[src/hdl/gdhc_defines.svh]
// Timing constants for the gate driver host controller
`ifndef GDHC_DEFINES_SVH
`define GDHC_DEFINES_SVH
`define GDHC_CLK_PERIOD_NS   20
`define GDHC_GLITCH_NS       40
// Pulses must be strictly longer than the driver's deglitch window
`define GDHC_MIN_PULSE_CYC   ((`GDHC_GLITCH_NS + `GDHC_CLK_PERIOD_NS - 1) / `GDHC_CLK_PERIOD_NS + 1)
`define GDHC_MUTE_NS         10000
`define GDHC_MUTE_CYC        ((`GDHC_MUTE_NS + `GDHC_CLK_PERIOD_NS - 1) / `GDHC_CLK_PERIOD_NS)
`define GDHC_RST_PULSE_CYC   8
`endif

[src/hdl/gdhc_pkg.sv]
// Types shared by the gate driver host controller
package gdhc_pkg;
  typedef enum logic [2:0] {
    GDHC_ST_DISABLED = 3'b000,
    GDHC_ST_RUN      = 3'b001,
    GDHC_ST_MUTE     = 3'b010,
    GDHC_ST_RESET    = 3'b011,
    GDHC_ST_RECOVER  = 3'b100
  } gdhc_state_e;

  // Driver-facing pin bundle; all three are always driven
  typedef struct packed {
    logic in_pos;
    logic in_neg;
    logic en_rst_n;
  } gdhc_pins_s;

  // Sampled indications; low means pulled low by the driver
  typedef struct packed {
    logic fault_flag_n;
    logic power_good_out;
  } gdhc_stat_s;
endpackage : gdhc_pkg

[src/hdl/gdhc_pulse_stretch.sv]
// Minimum-width filter: holds a level until it has stood long enough
`timescale 1ns/1ps
module gdhc_pulse_stretch
  import gdhc_pkg::*;
#(
  parameter int MIN_CYC = 3
) (
  // Clock and reset
  input  wire logic clk_sys,
  input  wire logic rst,
  // Level in and shaped level out
  input  wire logic req_lvl,
  output logic      out_lvl
);
  typedef struct packed {
    logic       lvl;
    logic [7:0] cnt;
  } gdhc_ps_s;

  gdhc_ps_s st_ff;
  gdhc_ps_s nxt_st;

  // Only change output after it has stood MIN_CYC cycles
  always_comb begin
    nxt_st = st_ff;
    if (st_ff.cnt != 8'h00) begin
      nxt_st.cnt = st_ff.cnt - 8'h01;
    end else if (req_lvl != st_ff.lvl) begin
      nxt_st.lvl = req_lvl;
      nxt_st.cnt = 8'(MIN_CYC - 1);
    end
  end

  always_ff @(posedge clk_sys) begin
    if (rst) begin
      st_ff <= '0;
    end else begin
      st_ff <= nxt_st;
    end
  end

  assign out_lvl = st_ff.lvl;
endmodule : gdhc_pulse_stretch

[src/hdl/gdhc_host.sv]
// Host controller driving an isolated gate driver's input pins
`timescale 1ns/1ps
`include "gdhc_defines.svh"
// Contract
// RULE1: Keep pins stable beyond 40 ns glitch
// RULE2: Never float in_pos, in_neg, en_rst_n
// RULE3: Tie in_neg low for noninverting use
// RULE4: Driver forces output low if both high
// RULE5: Own PWM positive, opposite PWM negative
// RULE6: Flags are open drain, pulled up externally
// RULE7: Driver disabled while en_rst_n not high
// RULE8: Output enabled only while en_rst_n high
// RULE9: Fault latches until en_rst_n reset
// RULE10: Reset fault only after mute interval
// RULE11: Auto reset may follow positive PWM
// RULE12: Auto reset via inverted negative PWM; not used, en_want follows pwm_own in auto mode
// RULE13: Fault flag low signals shutdown
// RULE14: Power good low means undervoltage
// RULE15: Forced-on overrides PWM and enable; the driver model has no forced-on, gate_out always needs en_rst_n and in_pos
// RULE16: Output high only enabled, unfaulted, pos-only
module gdhc_host
  import gdhc_pkg::*;
#(
  parameter int MUTE_CYC  = `GDHC_MUTE_CYC,
  parameter int PULSE_CYC = `GDHC_MIN_PULSE_CYC
) (
  // Clock and reset
  input  wire logic clk_sys,
  input  wire logic rst,
  // User side
  input  wire logic enable_req,
  input  wire logic pwm_own,
  input  wire logic pwm_opp,
  input  wire logic use_interlock,
  input  wire logic auto_reset,
  output logic      fault_seen,
  output logic      drv_ready,
  output logic      running,
  // Driver pins
  output gdhc_pins_s pins,
  input  wire logic fault_flag_n,
  input  wire logic power_good_out
);
  typedef struct packed {
    gdhc_state_e state;
    logic [31:0] cnt;
    gdhc_pins_s  pins;
    logic        fault;
    logic        ready;
    logic        run;
  } gdhc_st_s;

  gdhc_st_s   st_ff;
  gdhc_st_s   nxt_st;
  gdhc_stat_s stat;
  logic       pos_sh;
  logic       neg_sh;
  logic       en_sh;
  logic       en_want;

  assign stat = '{fault_flag_n: fault_flag_n, power_good_out: power_good_out};

  // Filters keep every pin level beyond the deglitch window
  gdhc_pulse_stretch #(.MIN_CYC(PULSE_CYC)) u_pos (
    .clk_sys (clk_sys),
    .rst     (rst),
    .req_lvl (pwm_own && st_ff.state == GDHC_ST_RUN), // [RULE1] [RULE5]
    .out_lvl (pos_sh)
  );
  gdhc_pulse_stretch #(.MIN_CYC(PULSE_CYC)) u_neg (
    .clk_sys (clk_sys),
    .rst     (rst),
    .req_lvl (use_interlock && pwm_opp), // [RULE3] [RULE5]
    .out_lvl (neg_sh)
  );
  gdhc_pulse_stretch #(.MIN_CYC(PULSE_CYC)) u_en (
    .clk_sys (clk_sys),
    .rst     (rst),
    .req_lvl (en_want),
    .out_lvl (en_sh)
  );

  // Enable level: low in reset pulse or disable, follows PWM in auto mode
  always_comb begin
    en_want = 1'b0;
    case (st_ff.state)
      GDHC_ST_RUN:     en_want = auto_reset ? pwm_own : 1'b1; // [RULE11] [RULE8]
      GDHC_ST_RECOVER: en_want = 1'b1;
      // Hold high so the latch is not cleared before the mute time
      GDHC_ST_MUTE:    en_want = 1'b1; // [RULE10]
      default:         en_want = 1'b0; // [RULE7] [RULE10]
    endcase
  end

  // Sequencer: run, wait out mute after a fault, then pulse reset low
  always_comb begin
    nxt_st = st_ff;
    nxt_st.pins = '{in_pos: pos_sh, in_neg: neg_sh, en_rst_n: en_sh}; // [RULE2]
    nxt_st.fault = ~stat.fault_flag_n; // [RULE13] [RULE6]
    nxt_st.ready = stat.power_good_out; // [RULE14]
    nxt_st.run = (st_ff.state == GDHC_ST_RUN) && stat.power_good_out;
    if (st_ff.cnt != 32'h0) begin
      nxt_st.cnt = st_ff.cnt - 32'h1;
    end
    case (st_ff.state)
      GDHC_ST_DISABLED: begin
        if (enable_req) begin
          nxt_st.state = GDHC_ST_RECOVER;
          nxt_st.cnt   = 32'(PULSE_CYC);
        end
      end
      GDHC_ST_RUN: begin
        if (!enable_req) begin
          nxt_st.state = GDHC_ST_DISABLED;
        end else if (!stat.fault_flag_n && !auto_reset) begin // [RULE9]
          nxt_st.state = GDHC_ST_MUTE;
          nxt_st.cnt   = 32'(MUTE_CYC);
        end
      end
      GDHC_ST_MUTE: begin
        if (st_ff.cnt == 32'h0) begin // [RULE10]
          nxt_st.state = GDHC_ST_RESET;
          nxt_st.cnt   = 32'(`GDHC_RST_PULSE_CYC);
        end
      end
      GDHC_ST_RESET: begin
        if (st_ff.cnt == 32'h0 && !en_sh) begin
          nxt_st.state = GDHC_ST_RECOVER;
          nxt_st.cnt   = 32'(PULSE_CYC);
        end
      end
      GDHC_ST_RECOVER: begin
        if (!enable_req) begin
          nxt_st.state = GDHC_ST_DISABLED;
        end else if (st_ff.cnt == 32'h0 && en_sh) begin
          nxt_st.state = GDHC_ST_RUN;
        end
      end
      default: nxt_st.state = GDHC_ST_DISABLED;
    endcase
  end

  // Reset leaves the driver disabled with both PWM pins low
  always_ff @(posedge clk_sys) begin
    if (rst) begin
      st_ff <= '{state: GDHC_ST_DISABLED, default: '0};
    end else begin
      st_ff <= nxt_st;
    end
  end

  assign pins       = st_ff.pins;
  assign fault_seen = st_ff.fault;
  assign drv_ready  = st_ff.ready;
  assign running    = st_ff.run;
endmodule : gdhc_host

[config.mk]
export PLATFORM = sky130hd
export DESIGN_NAME = gdhc_host
export DESIGN_NICKNAME = d
export VERILOG_FILES = /design/src/hdl/gdhc_pkg.sv /design/src/hdl/gdhc_pulse_stretch.sv /design/src/hdl/gdhc_host.sv
export VERILOG_INCLUDE_DIRS = /design/src /design/src/hdl
export SDC_FILE = /design/constraint.sdc
export NUM_CORES = 1
export LEC_CHECK = 0
export ABC_AREA = 1
export BUFFER_PORTS_ARGS = -buffer_cell sky130_fd_sc_hd__buf_2
export CAP_MARGIN = 0
export CORE_UTILIZATION = 40
export DETAILED_ROUTE_END_ITERATION = 10
export SKIP_CTS_REPAIR_TIMING = 1
export SLEW_MARGIN = 10
export SYNTH_ARGS = -nofsm -noshare
export SYNTH_HDL_FRONTEND = slang
export SYNTH_SLANG_ARGS = --single-unit
[constraint.sdc]
create_clock -name clk_sys -period 3.8 [get_ports clk_sys]
set_input_delay 0 -clock clk_sys [delete_from_list [all_inputs] [get_ports clk_sys]]
set_output_delay 0 -clock clk_sys [all_outputs]
set_load 0.01 [all_outputs]
==> results.json, run 1 <==
{
  "crit_top_cell": "inv_1",
  "critical_path_class": "flop to flop",
  "layout.nets": 546,
  "core_area_mm2": 0.00876,
  "port_buffers": 14,
  "syn_area_mm2": 0.00363,
  "rows": 34,
  "fp.dieH_um": 97.2,
  "max_slew.worst_pin.slew_ps": 635,
  "r2r_setup_slack_ps": 1480,
  "grt_usage": 0.171,
  "yosys_warnings": 0,
  "ctsHtreeMaxLevel": 3,
  "insertion_delay_ps": 340,
  "cts_tree": "built",
  "seq_area_frac_synth": 0.375,
  "tns_ps": 0,
  "slowest_delay_ps": 390,
  "worst_setup_path_start_kind": "flop",
  "grt_max_degree": 31,
  "io_pins": 15,
  "drcViolationCount": 0,
  "wl_mm": 7.54,
  "ys.flop_type": "dfxtp_1",
  "violations": "negative hold slack",
  "syn_inst": 510,
  "vias": 3131,
  "setup_viol": 0,
  "cap_viol_max_count": 0,
  "min_to": "u_pos.out_lvl",
  "firstDrtPassIters": 4,
  "path_buf_inv": 4,
  "layout_common_cells": "nor2_1 (101), nand2_1 (96), dfxtp_1 (68)",
  "synth-seq-cells": 68,
  "cts.path.max_buffers": 2,
  "synth_nets": 527,
  "timing.hold.ws_ps": -23.6,
  "critPathTopFamily": "simple AND/OR/NAND/NOR gates",
  "layout-drive-gt1-share": 0.133,
  "slowest_stage": "nor2_2",
  "cp_data_arrival_time_ps": 2560,
  "slew_headroom": 0.574,
  "end_kind": "flop",
  "synth_area_leaders": "dfxtp_1 (38%), nor2_1 (10%), nand2_1 (9.9%)",
  "antenna_found_initial": 0,
  "numCtsBuffers": 9,
  "area_growth_syn_to_layout_pct": 10.9,
  "gr-total-overflow": 0,
  "fin_crit_sh": 0.610,
  "hold_class": "input pin to flop",
  "skew_ps": 11.1,
  "finalHoldViolations": 1,
  "fillers": 877,
  "dieArea_mm2": 0.00946,
  "cts_root_buf": "clkbuf_8",
  "status": "complete, but fails checks",
  "fp.dieW_um": 97.2,
  "hold_path_depth": 3,
  "initial_utilization": 0.414,
  "first_global_vias": 2906,
  "path_cells": "inv_1 > ha_1 > nand2_2 > nor2_8 > nand2_1 > nor2_2 > inv_1 > ha_1 > inv_1 > nand2_1 > nand3_1 > nand2_1 > inv_1",
  "diodes": 0,
  "dp_hpwl_mm": 5.63,
  "syn_area_per_cell_um2": 7.11,
  "rr_endpoint": "st_ff[6]",
  "max_freq_mhz": 432,
  "slew_viol_final": 0,
  "rsz0062_at_grt": "no",
  "wl_per_cell_um": 11.8,
  "synth-edff-count": 0,
  "yosys.area.top_type": "dfxtp_1",
  "rr_startpoint": "st_ff[6]",
  "post-route-min-period_ps": 2320,
  "viasPerCell": 4.88,
  "synthArstFlopShare": 0,
  "final_common_cell": "nor2_1",
  "min_from": "pwm_own",
  "r2r_cells": 13,
  "multi_input_area_mm2": 0.00201,
  "grt_pass1_wl_mm": 13.3,
  "clk_pin_slew_worst_paths_ps": 80,
  "critPathMaxFanout": 12,
  "yosysUniqueCellTypes": 33,
  "drtIter0Drc": 194,
  "cp_data_required_time_ps": 4040,
  "clock-sinks": 68,
  "routabilityCongestion": 0.875,
  "postRouteAntennaNets": 0,
  "yosysTopAreaCellShare": 0.375,
  "path_depth": 13,
  "seqCellArea_mm2": 0.00136
}
## state kept, by name, summed over array words and instances (netlist names)
register,count
u_neg.out_lvl,1
u_neg.st_ff,8
drv_ready,1
u_pos.out_lvl,1
u_en.st_ff,8
running,1
u_en.out_lvl,1
u_pos.st_ff,8
pins,3
fault_seen,1
st_ff,35
## area by class of cell
type	instances	area share
Clock inverter	4	0.0180
Timing Repair Buffer	18	0.0274
Multi-Input combinational cell	384	0.500
Inverter	48	0.0448
Clock buffer	11	0.0376
Sequential cell	68	0.338
Tap cell	108	0.0336
## cell usage after synthesis (2+ instances only)
library cell,instances
xor2_1,19
ha_1,8
inv_1,47
clkbuf_1,3
nand4_1,9
or2_2,3
nand2_1,96
nand2_4,3
nor3_1,17
a21oi_1,28
nor2_1,101
buf_8,2
nor2_2,27
nand2_2,3
dfxtp_1,68
a211oi_1,2
o21ai_0,14
o21bai_1,2
nor2_8,2
buf_4,4
nand3_1,28
o31ai_1,3
xnor2_1,11
## worst min-delay path: cells and delay by family
kind                   cells  cell delay [ps]
buffers and inverters      1              100
AOI/OAI and AO/OA          1               80
and+or+nand+nor            1               90
## worst max-delay path by stage
stage | startpoint | endpoint | slack, ps
2_1_floorplan | st_ff[6] | st_ff[6] | 1850
3_3_place_gp | st_ff[6] | st_ff[6] | 1590
3_5_place_dp | st_ff[6] | st_ff[6] | 1490
4_1_cts | st_ff[6] | st_ff[6] | 1480
5_1_grt | st_ff[6] | st_ff[6] | 1210
6_report | st_ff[6] | st_ff[6] | 1480
## cell families after synthesis
family / synth area share
compound gates: 0.0831
xor+xnor: 0.0724
fa+ha+maj: 0.0276
buf+inv: 0.0703
flops: 0.375
simple gates: 0.371
## routing by layer
layer / part of all wire / up-vias / global-route usage
met5: 0 / - / 0
met4: 0.019 / 0 / 0.0758
met3: 0.044 / 12 / 0.0288
met2: 0.45 / 60 / 0.274
met1: 0.49 / 1400 / 0.226
li1: - / 1659 / -
## metrics by stage
step / setup slack, ps / cell area, um2 / util / instances / hold slack, ps
3_3_place_gp: 1590 / 3760 / 0.429 / 622 / 175
6_report: 1480 / 4020 / 0.459 / 641 / -23.6
3_5_place_dp: 1490 / 3760 / 0.429 / 622 / 180
4_1_cts: 1480 / 3980 / 0.454 / 637 / -194
2_1_floorplan: 1850 / 3630 / - / 510 / 72.4
5_1_grt: 1210 / 4020 / 0.459 / 641 / 6.09
Power of run 1 is left out: the tool's default activity adds up to more than one toggle a clock period on the data nets, which glitch-free logic cannot reach.
==> run 2: changes to the inputs <==
==> constraint.sdc (replaced) <==
create_clock -name clk_sys -period 2.2 [get_ports clk_sys]
set_input_delay 0 -clock clk_sys [delete_from_list [all_inputs] [get_ports clk_sys]]
set_output_delay 0 -clock clk_sys [all_outputs]
set_load 0.01 [all_outputs]
==> run 2 against run 1 <==
Net effect:
- the flow now finishes without violations
- utilization rose by 0.53 points
- die area did not move
- non-clock buffer count rose by 7
- hold slack improved by 26 ps
- sequential share of layout area fell by 0.38 points
- sequential cell count did not move
- via count rose by 0.16%
- global-route usage rose by 0.21 points
- fmax rose by 14%
- critical endpoint unchanged
- critical path type unchanged
- setup slack got worse by 1300 ps
==> results.json, run 2 (synthesized netlist as in run 1, its figures left out) <==
{
  "status": "completed",
  "grt_usage": 0.173,
  "final_common_cell": "nor2_1",
  "wl_per_cell_um": 11.8,
  "core_area_mm2": 0.00876,
  "slowest_delay_ps": 320,
  "max_slew.worst_pin.slew_ps": 446,
  "numCtsBuffers": 9,
  "skew_ps": 16.6,
  "cap_viol_max_count": 0,
  "viasPerCell": 4.83,
  "first_global_vias": 3031,
  "finalHoldViolations": 0,
  "insertion_delay_ps": 340,
  "layout.nets": 553,
  "cp_data_arrival_time_ps": 2270,
  "fp.dieW_um": 97.2,
  "drtIter0Drc": 159,
  "end_kind": "flop",
  "layout_common_cells": "nor2_1 (101), nand2_1 (96), dfxtp_1 (68)",
  "grt_pass1_wl_mm": 13.6,
  "cts.path.max_buffers": 2,
  "fp.dieH_um": 97.2,
  "layout-drive-gt1-share": 0.146,
  "postRouteAntennaNets": 0,
  "fin_crit_sh": 0.920,
  "max_freq_mhz": 494,
  "critPathMaxFanout": 7,
  "clock-sinks": 68,
  "drcViolationCount": 0,
  "critical_path_class": "flop to flop",
  "crit_top_cell": "inv_1",
  "path_cells": "inv_1 > ha_1 > nand2_2 > nor2_8 > nand2_1 > nor2_2 > inv_1 > ha_1 > inv_1 > nand2_1 > nand3_1 > nand2_1 > inv_1",
  "slew_headroom": 0.701,
  "rsz0062_at_grt": "no",
  "largest_reg_flops": 35,
  "ctsHtreeMaxLevel": 3,
  "rows": 34,
  "io_pins": 15,
  "initial_utilization": 0.414,
  "regMostFlops": "st_ff",
  "grt_max_degree": 30,
  "slew_viol_final": 0,
  "fillers": 912,
  "dp_hpwl_mm": 5.65,
  "hold_class": "input pin to flop",
  "wl_mm": 7.67,
  "slowest_stage": "ha_1",
  "setup_viol": 0,
  "antenna_found_initial": 0,
  "post-route-min-period_ps": 2020,
  "routabilityCongestion": 0.862,
  "worst_setup_path_start_kind": "flop",
  "cts_root_buf": "clkbuf_8",
  "dieArea_mm2": 0.00946,
  "diodes": 0,
  "cts_tree": "built",
  "cp_data_required_time_ps": 2450,
  "area_growth_syn_to_layout_pct": 12.1,
  "tns_ps": 0,
  "clk_pin_slew_worst_paths_ps": 80,
  "port_buffers": 14,
  "firstDrtPassIters": 4,
  "vias": 3136,
  "gr-total-overflow": 0
}
[run 2: changes by cell type in the layout (fill, tap and decap cells not counted), sizes merged]
cell      delta
buf          +7
clkbuf       -1
clkinvlp     +1
inv          +1
clkinv       +1
bufinv       -1
[run 2: final timing paths]
check	start	to	slack (ps)	depth (start not counted)
max	st_ff[6]	st_ff[6]	180	13
min	pwm_own	u_pos.out_lvl	3	3
max reg2reg	st_ff[6]	st_ff[6]	180	13
min reg2reg	u_neg.out_lvl	pins[1]	450	2
[run 2: critical path, delay by kind of cell (launching register included)]
| family | cells | cell delay [ps] |
|---|---|---|
| flops | 1 | 310 |
| buf+inv | 4 | 310 |
| simple gates | 7 | 810 |
| fa+ha+maj | 2 | 510 |
[run 2: cell type report]
class	count	area, um2	share of cell area
clock inverter	6	71.3	0.0175
tap	108	135	0.0332
multi-input combinational	384	2020	0.497
inverter	48	180	0.0443
sequential	68	1360	0.335
clock buffer	10	138	0.0338
timing repair buffer	25	163	0.0400
[run 2: layer usage]
metal | up-vias | global-route usage | wire, um
met5 | - | 0 | 0
met4 | 0 | 0.0532 | 84
met3 | 5 | 0.0367 | 249
met2 | 33 | 0.278 | 3530
met1 | 1425 | 0.232 | 3810
li1 | 1673 | - | -
[run 2: through the flow]
stage,area (um2),utilization,worst slack (ps),hold slack (ps),std cells
floorplan,3630,-,254,72.4,510
global placement,3810,0.435,202,177,629
detailed placement,3810,0.435,153,178,629
CTS,4020,0.459,135,-200,645
global route,4070,0.464,10.3,26.8,649
finish,4070,0.464,175,2.89,649
Power of run 2 is left out for the same reason.
